$ cat src/tmx_sync_edge.sv
// constants package and two-flop input synchroniser with falling-edge detect
package tmx_pkg;
  // register map (word offsets on the plain register port)
  localparam int          ADDR_W      = 8;
  localparam logic [7:0]  REG_CTRL    = 8'h00;
  localparam logic [7:0]  REG_T0      = 8'h01;
  localparam logic [7:0]  REG_T1      = 8'h02;
  localparam logic [7:0]  REG_T2      = 8'h03;
  localparam logic [7:0]  REG_RELOAD  = 8'h04;
  localparam logic [7:0]  REG_CAPTURE = 8'h05;
  localparam logic [7:0]  REG_STATUS  = 8'h06;
  // control field positions
  localparam int          CTRL_T0_CNT = 0;
  localparam int          CTRL_T1_CNT = 1;
  localparam int          CTRL_T0_RUN = 2;
  localparam int          CTRL_T1_RUN = 3;
  localparam int          CTRL_T2_RUN = 4;
  localparam int          CTRL_MODE_LO = 5;
  localparam int          CTRL_MODE_HI = 6;
  localparam int          CTRL_TRIG_EN = 7;
  localparam int          CTRL_W      = 8;
  localparam logic [7:0]  CTRL_RST    = 8'h00;
  // status field positions
  localparam int          ST_CAPT     = 0;
  localparam int          ST_RELD     = 1;
  localparam int          ST_OVF      = 2;
  localparam int          ST_DIR      = 3;
  localparam int          ST_TRIG     = 4;
  localparam int          ST_FLAGS    = 3;
  localparam logic [2:0]  FLAGS_RST   = 3'h0;
  // pin positions on the shared ports
  localparam int          P3_T0_BIT   = 4;
  localparam int          P3_T1_BIT   = 5;
  localparam int          P1_CLK_BIT  = 0;
  localparam int          P1_TRIG_BIT = 1;
  // index into the synchronised input vector
  localparam int          SY_T0       = 0;
  localparam int          SY_T1       = 1;
  localparam int          SY_CLK      = 2;
  localparam int          SY_TRIG     = 3;
  localparam int          SY_W        = 4;
  localparam logic        PIN_RST     = 1'b1;
  typedef enum logic [1:0] {
    T2_CAPTURE = 2'h0,
    T2_RELOAD  = 2'h1,
    T2_UPDOWN  = 2'h2,
    T2_CLKOUT  = 2'h3
  } tmx_t2_mode_t;
endpackage : tmx_pkg

module tmx_sync_edge
  import tmx_pkg::*;
#(
  parameter int WIDTH = 4
)(
  // clock and reset
  input  wire logic             i_core_clk,
  input  wire logic             i_rst_n,
  // raw pins
  input  wire logic [WIDTH-1:0] i_async,
  // synchronised level and falling-edge pulse
  output logic      [WIDTH-1:0] o_level,
  output logic      [WIDTH-1:0] o_fall
);
  logic [WIDTH-1:0] meta;
  logic [WIDTH-1:0] sync;
  logic [WIDTH-1:0] prev;

  initial
  begin
    if (WIDTH < 1) $error("tmx_sync_edge: WIDTH must be at least 1");
  end

  // two-flop sync
  // pins idle high, so reset to high avoids a false edge after release
  always_ff @(posedge i_core_clk or negedge i_rst_n)
  begin
    if (!i_rst_n)
    begin
      meta <= '1;
      sync <= '1;
      prev <= '1;
    end
    else
    begin
      meta <= i_async;
      sync <= meta;
      prev <= sync;
    end
  end

  assign o_level = sync;
  assign o_fall  = prev & ~sync;
endmodule : tmx_sync_edge

$ cat src/tmx_timer_pins.sv
// timer external pin logic: counters 0/1, timer 2 clock pin and trigger
//
// The address map and the plain strobed port were left to the implementer.
module tmx_timer_pins
  import tmx_pkg::*;
#(
  parameter int CNT_W  = 16,
  parameter int DATA_W = 16
)(
  // clock and reset
  input  wire logic              i_core_clk,
  input  wire logic              i_rst_n,
  // register port
  input  wire logic [ADDR_W-1:0] i_reg_addr,
  input  wire logic [DATA_W-1:0] i_reg_wdata,
  input  wire logic              i_reg_wr,
  input  wire logic              i_reg_rd,
  output logic      [DATA_W-1:0] o_reg_rdata,
  // shared port pins in
  input  wire logic [7:0]        i_port1_pin,
  input  wire logic [7:0]        i_port3_pin,
  // timer 2 clock pin drive
  output logic                   o_port1_bit_zero,
  output logic                   o_port1_bit_zero_oe
);
  logic [SY_W-1:0]          raw_in;
  logic [SY_W-1:0]          lvl;
  logic [SY_W-1:0]          fall;
  logic [CTRL_W-1:0]        ctrl;
  logic [1:0][CNT_W-1:0]    t01_q;
  logic [CNT_W-1:0]         t2_count;
  logic [CNT_W-1:0]         reload_val;
  logic [CNT_W-1:0]         capture_val;
  logic [ST_FLAGS-1:0]      flags;
  logic                     pin_q;
  tmx_t2_mode_t             mode;
  logic                     t2_run;
  logic                     trig_en;
  logic                     t2_tick;
  logic                     count_up;
  logic                     t2_ovf;
  logic                     trig_capture;
  logic                     trig_reload;
  logic [CNT_W-1:0]         next_t2_count;
  logic [ST_FLAGS-1:0]      flag_set;
  logic [ST_FLAGS-1:0]      flag_clr;
  logic [DATA_W-1:0]        next_rdata;

  initial
  begin
    if (CNT_W < 2) $error("tmx_timer_pins: CNT_W must be at least 2");
    if (DATA_W < CNT_W) $error("tmx_timer_pins: DATA_W below CNT_W");
    if (DATA_W < CTRL_W) $error("tmx_timer_pins: DATA_W below CTRL_W");
  end

  assign raw_in[SY_T0]   = i_port3_pin[P3_T0_BIT];
  assign raw_in[SY_T1]   = i_port3_pin[P3_T1_BIT];
  assign raw_in[SY_CLK]  = i_port1_pin[P1_CLK_BIT];
  assign raw_in[SY_TRIG] = i_port1_pin[P1_TRIG_BIT];

  tmx_sync_edge #(
    .WIDTH      (SY_W)
  ) u_sync (
    .i_core_clk (i_core_clk),
    .i_rst_n    (i_rst_n),
    .i_async    (raw_in),
    .o_level    (lvl),
    .o_fall     (fall)
  );

  always_ff @(posedge i_core_clk or negedge i_rst_n)
  begin
    if (!i_rst_n)
      ctrl <= CTRL_RST;
    else if (i_reg_wr && i_reg_addr == REG_CTRL)
      ctrl <= i_reg_wdata[CTRL_W-1:0];
  end

  assign mode    = tmx_t2_mode_t'(ctrl[CTRL_MODE_HI:CTRL_MODE_LO]);
  assign t2_run  = ctrl[CTRL_T2_RUN];
  assign trig_en = ctrl[CTRL_TRIG_EN];

  // timers 0 and 1: counter mode counts pin falls, timer mode every cycle
  for (genvar g = 0; g < 2; g++)
  begin : g_t01
    logic [CNT_W-1:0] count;
    logic             hit;
    logic             tick;
    assign hit  = i_reg_wr && i_reg_addr == (g == 0 ? REG_T0 : REG_T1);
    assign tick = ctrl[CTRL_T0_RUN + g] &&
                  (!ctrl[CTRL_T0_CNT + g] || fall[SY_T0 + g]);
    always_ff @(posedge i_core_clk or negedge i_rst_n)
    begin
      if (!i_rst_n)
        count <= '0;
      else if (hit)
        count <= i_reg_wdata[CNT_W-1:0];
      else if (tick)
        count <= count + 1'b1;
    end
    assign t01_q[g] = count;
  end

  assign t2_tick  = t2_run && (mode != T2_CAPTURE || fall[SY_CLK]);
  assign count_up = (mode != T2_UPDOWN) || lvl[SY_TRIG];
  assign t2_ovf   = t2_tick &&
                    (count_up ? (t2_count == '1) : (t2_count == reload_val));
  assign trig_capture = trig_en && mode == T2_CAPTURE && fall[SY_TRIG];
  assign trig_reload  = trig_en && mode == T2_RELOAD && fall[SY_TRIG];

  always_comb
  begin
    next_t2_count = t2_count;
    if (i_reg_wr && i_reg_addr == REG_T2)
      next_t2_count = i_reg_wdata[CNT_W-1:0];
    else if (trig_reload)
      next_t2_count = reload_val;
    else if (t2_ovf)
    begin
      // capture mode wraps freely; down-count underflow restarts at top
      if (mode == T2_CAPTURE)
        next_t2_count = '0;
      else if (count_up)
        next_t2_count = reload_val;
      else
        next_t2_count = '1;
    end
    else if (t2_tick)
      next_t2_count = count_up ? t2_count + 1'b1 : t2_count - 1'b1;
  end

  always_ff @(posedge i_core_clk or negedge i_rst_n)
  begin
    if (!i_rst_n)
      t2_count <= '0;
    else
      t2_count <= next_t2_count;
  end

  always_ff @(posedge i_core_clk or negedge i_rst_n)
  begin
    if (!i_rst_n)
      reload_val <= '0;
    else if (i_reg_wr && i_reg_addr == REG_RELOAD)
      reload_val <= i_reg_wdata[CNT_W-1:0];
  end

  always_ff @(posedge i_core_clk or negedge i_rst_n)
  begin
    if (!i_rst_n)
      capture_val <= '0;
    else if (trig_capture)
      capture_val <= t2_count;
  end

  // clock-out toggles per overflow
  // output frequency is the overflow rate halved; pin idles high
  always_ff @(posedge i_core_clk or negedge i_rst_n)
  begin
    if (!i_rst_n)
      pin_q <= PIN_RST;
    else if (mode == T2_CLKOUT && t2_ovf)
      pin_q <= ~pin_q;
  end

  assign o_port1_bit_zero    = pin_q;
  assign o_port1_bit_zero_oe = (mode == T2_CLKOUT);

  // sticky event flags, write one to clear; a new event beats the clear
  assign flag_set[ST_CAPT] = trig_capture;
  assign flag_set[ST_RELD] = trig_reload;
  assign flag_set[ST_OVF]  = t2_ovf;
  assign flag_clr = (i_reg_wr && i_reg_addr == REG_STATUS) ?
                    i_reg_wdata[ST_FLAGS-1:0] : '0;

  always_ff @(posedge i_core_clk or negedge i_rst_n)
  begin
    if (!i_rst_n)
      flags <= FLAGS_RST;
    else
      flags <= (flags & ~flag_clr) | flag_set;
  end

  always_comb
  begin
    next_rdata = '0;
    if (i_reg_rd)
    begin
      case (i_reg_addr)
        REG_CTRL:    next_rdata[CTRL_W-1:0] = ctrl;
        REG_T0:      next_rdata[CNT_W-1:0]  = t01_q[0];
        REG_T1:      next_rdata[CNT_W-1:0]  = t01_q[1];
        REG_T2:      next_rdata[CNT_W-1:0]  = t2_count;
        REG_RELOAD:  next_rdata[CNT_W-1:0]  = reload_val;
        REG_CAPTURE: next_rdata[CNT_W-1:0]  = capture_val;
        REG_STATUS:
        begin
          next_rdata[ST_FLAGS-1:0] = flags;
          next_rdata[ST_DIR]       = count_up;
          next_rdata[ST_TRIG]      = lvl[SY_TRIG];
        end
        default:     next_rdata = '0;
      endcase
    end
  end

  // read data stands only in the cycle after the strobe
  always_ff @(posedge i_core_clk or negedge i_rst_n)
  begin
    if (!i_rst_n)
      o_reg_rdata <= '0;
    else
      o_reg_rdata <= next_rdata;
  end
endmodule : tmx_timer_pins
$ cat config.mk
export PLATFORM = sky130hd
export DESIGN_NAME = tmx_timer_pins
export DESIGN_NICKNAME = d
export VERILOG_FILES = /design/src/tmx_sync_edge.sv /design/src/tmx_timer_pins.sv
export SDC_FILE = /design/constraint.sdc
export NUM_CORES = 1
export LEC_CHECK = 0
export BUFFER_PORTS_ARGS = -buffer_cell sky130_fd_sc_hd__buf_2
export CAP_MARGIN = 25
export CORE_ASPECT_RATIO = 0.5
export CORE_MARGIN = 1.5
export CORE_UTILIZATION = 38
export CTS_BUF_LIST = sky130_fd_sc_hd__clkbuf_8
export CTS_CLUSTER_SIZE = 20
export DETAILED_ROUTE_END_ITERATION = 10
export GPL_TIMING_DRIVEN = 0
export PLACE_DENSITY = 0.61
export SYNTH_ARGS = -nofsm -noshare
export SYNTH_HDL_FRONTEND = slang
export SYNTH_SLANG_ARGS = --single-unit
$ cat constraint.sdc
create_clock -name i_core_clk -period 4.1 [get_ports i_core_clk]
set_clock_uncertainty 0.15 [all_clocks]
set_input_delay 0.82 -clock i_core_clk [delete_from_list [all_inputs] [get_ports i_core_clk]]
set_output_delay 0.82 -clock i_core_clk [all_outputs]
set_load 0.01 [all_outputs]
==> impl_metrics.tcl <==
set metrics [dict create \
    hold_violations 0 \
    slowest_stage "dfrtp_1" \
    cts_tree "built" \
    drt_iter0_drc 778 \
    required_ps 4270 \
    synth_nets 812 \
    clk_latency_ps 430 \
    worst-setup-path-type "reg2reg" \
    rrSetupSlack_ps 550 \
    yosysTopAreaCell "dfrtp_1" \
    grt_overflow 0 \
    synth_ff_type "dfrtp_1" \
    cts-buffers-inserted 17 \
    start_util_pct 38.8 \
    reg2reg_depth 11 \
    sequentialPowerShare_pct 44.0 \
    min_period_ps 3550 \
    wl_um 24200 \
    ios 62 \
    cts_resized 0 \
    maxCapViolations 0 \
    synth_common_cells "dfrtp_1, nor2_1, a21oi_1" \
    vias_per_cell 5.96 \
    setup_tns_ps 0 \
    slew_violations 0 \
    place_congestion 0.958 \
    finalCritPeriodShare_pct 86.7 \
    routedWlPerCell_um 21.9 \
    synth_area_per_cell_um2 9.35 \
    slowest_delay_ps 520 \
    crit_path_end_kind "flop" \
    syn-cell-area_um2 7150 \
    synth-xor-area-share_pct 5.51 \
    synth_fa_ha_area_share_pct 0.525 \
    powerDensity_nw_per_um2 470 \
    grt_pass1_wl_um 37700 \
    dieWidth_um 197 \
    swShare_pct 35.6 \
    rows 35 \
    synth_top_cell_area_share_pct 37.4 \
    switchingPower_w 0.00137 \
    yosys-top-cells-area "dfrtp_1, mux2_2, dfstp_2" \
    drc_errors 0 \
    ys_seq_area_share_pct 42.2 \
    area_growth_pct 14.5 \
    die-area_um2 19700 \
    grt_max_degree 76 \
    synth_cell_types 66 \
    num_antenna_cells 0 \
    path_buf_inv 2 \
    yosys.area_share.simple_pct 19.3 \
    syn_inst 765 \
    final_design_area_no_fill_um2 8190 \
    min_path_type "in2async" \
    rsz0062_at_grt "false" \
    yosys_warnings 0 \
    combinationalPowerShare_pct 25.1 \
    dr.pass1.iters 5 \
    synth_edf_count 0 \
    leakage_nw 3.30 \
    cts_sinks 120 \
    critPathMaxFanout 10 \
    detailed_place_hpwl_um 17800 \
    status "finished clean" \
    hold_buffers 0 \
    synthArstFlopShare_pct 100 \
    cell_internal_pwr_w 0.00248 \
    post_cts_buffers 0 \
    finalSetupViolCount 0 \
    h-tree-depth 4 \
    slew-limit-headroom_pct 45.2 \
    worstMarginPinSlew_ps 819 \
    antenna_found_initial 0 \
    cts_buffer_depth 2 \
    grt_pass1_vias 6350 \
    ys_ff_latch 120 \
    start_kind "flop" \
    synth_top_family_by_area "simple AND/OR/NAND/NOR gates" \
    coreArea_um2 18400 \
    crit_path_cell_trace "or3b_1 > buf_2 > buf_1 > xnor2_1 > ha_1 > o21ai_0 > o21ai_0 > o41ai_1 > xnor2_1 > o211ai_1 > a21oi_1" \
    portBuffers 48 \
    yosysMostFrequentCell "dfrtp_1" \
    placed_area_um2 7760 \
    path_clk_slew_ps 80 \
    drive_above_1_share_pct 19.0 \
    cts-root-buf "clkbuf_8" \
    synth_mux_area_share_pct 10.9 \
    cp.arrival_ps 3720 \
    synth_compound_area_share_pct 18.0 \
    cp_top_family "compound AO/OA/AOI/OAI gates" \
    final_antenna_net_count 0 \
    vias 6597 \
    grt_usage_pct 25.4 \
    r2r-end "t2_count[10]$_DFFE_PN0P_" \
    clkPwrFrac_pct 31.0 \
    layout.nets 881 \
    timing.fmax_ghz 0.281 \
    die_y_um 100 \
    ir_worst_vdd_mv 0.211 \
    r2r-start "ctrl[6]$_DFFE_PN0P_" \
]
## worst register-to-register path, stage by stage (launching register included)
cell and delay, ps:
dfrtp_1 520, or3b_1 430, buf_2 230, buf_1 340
xnor2_1 220, ha_1 290, o21ai_0 120, o21ai_0 250
o41ai_1 420, xnor2_1 190, o211ai_1 210, a21oi_1 80
## power by group through the flow
| stage | registers [W] | logic [W] | clock network, W |
|---|---|---|---|
| 3_5_place_dp | 0.00170 | 0.000938 | 0 |
| 4_1_cts | 0.00168 | 0.000946 | 0.00120 |
| 5_1_grt | 0.00172 | 0.00107 | 0.00126 |
| 2_1_floorplan | 0.00159 | 0.000687 | 0 |
| 3_3_place_gp | 0.00169 | 0.000916 | 0 |
| 6_report | 0.00169 | 0.000965 | 0.00119 |
## registers in the layout (all words and copies together), names as in the netlist
signal,count
t2_count,16
reload_val,16
u_sync.o_level,4
o_port1_bit_zero,1
flags,3
g_t01.count,32
ctrl,8
o_reg_rdata,16
u_sync.meta,4
capture_val,16
u_sync.prev,4
## worst max path at each step
stage | cells past startpoint | from | to
floorplan | 8 | i_reg_addr[6] | g_t01[0].count[11]$_DFFE_PN0P_
global placement | 9 | i_reg_addr[6] | g_t01[0].count[11]$_DFFE_PN0P_
detailed placement | 9 | i_reg_addr[6] | g_t01[0].count[12]$_DFFE_PN0P_
CTS | 12 | u_sync.o_level[3]$_DFF_PN1_ | t2_count[12]$_DFFE_PN0P_
global route | 11 | u_sync.o_level[3]$_DFF_PN1_ | t2_count[10]$_DFFE_PN0P_
finish | 11 | ctrl[6]$_DFFE_PN0P_ | t2_count[10]$_DFFE_PN0P_
## layer usage
metal  routed length, um  vias to the layer above  GRT usage (%)
met5                   0                        -              0
met4                 377                        0           7.34
met3                2070                       35           4.54
met2               10500                      337           37.5
met1               11200                     3264           38.1
li1                    -                     2961              -
## through the flow
stage	instances	util, %	setup slack, ps	power (W)	hold slack, ps
2_1_floorplan	765	-	1140	0.00228	195
3_3_place_gp	1072	41.9	444	0.00261	195
3_5_place_dp	1074	42.1	435	0.00264	197
4_1_cts	1106	44.4	680	0.00383	164
5_1_grt	1106	44.4	371	0.00404	172
6_report	1106	44.4	547	0.00385	155
## cells in the final DEF (no fill, tap or decap), drive strengths merged, types with 18 or more instances in the layout
cell type	count
mux2i	18
xnor2	20
nand2	54
nor2	84
clkbuf	54
nand3	33
nand2b	19
o21ai	21
a21oi	59
mux2	49
buf	65
xor2	25
dfrtp	107
## logic make-up (layout without fill, tap and decap cells)
family	count (synthesis)	in the layout
buffers and inverters	64	146
multiplexers	69	69
AND/OR/NAND/NOR	274	274
XOR/XNOR	45	45
adder cells (fa/ha/maj)	3	3
AO/OA/AOI/OAI	190	190
flip-flops	120	120
## final cells by class
type	instances	area (um^2)
Tap cell	259	324
Multi-Input combinational cell	581	3880
Buffer	52	205
Timing Repair Buffer	50	279
Inverter	12	45.0
Clock buffer	17	234
Sequential cell	120	3020
Clock inverter	15	203
Fill cell	1766	10200
Note: power is estimated with default switching activity, not from simulation.
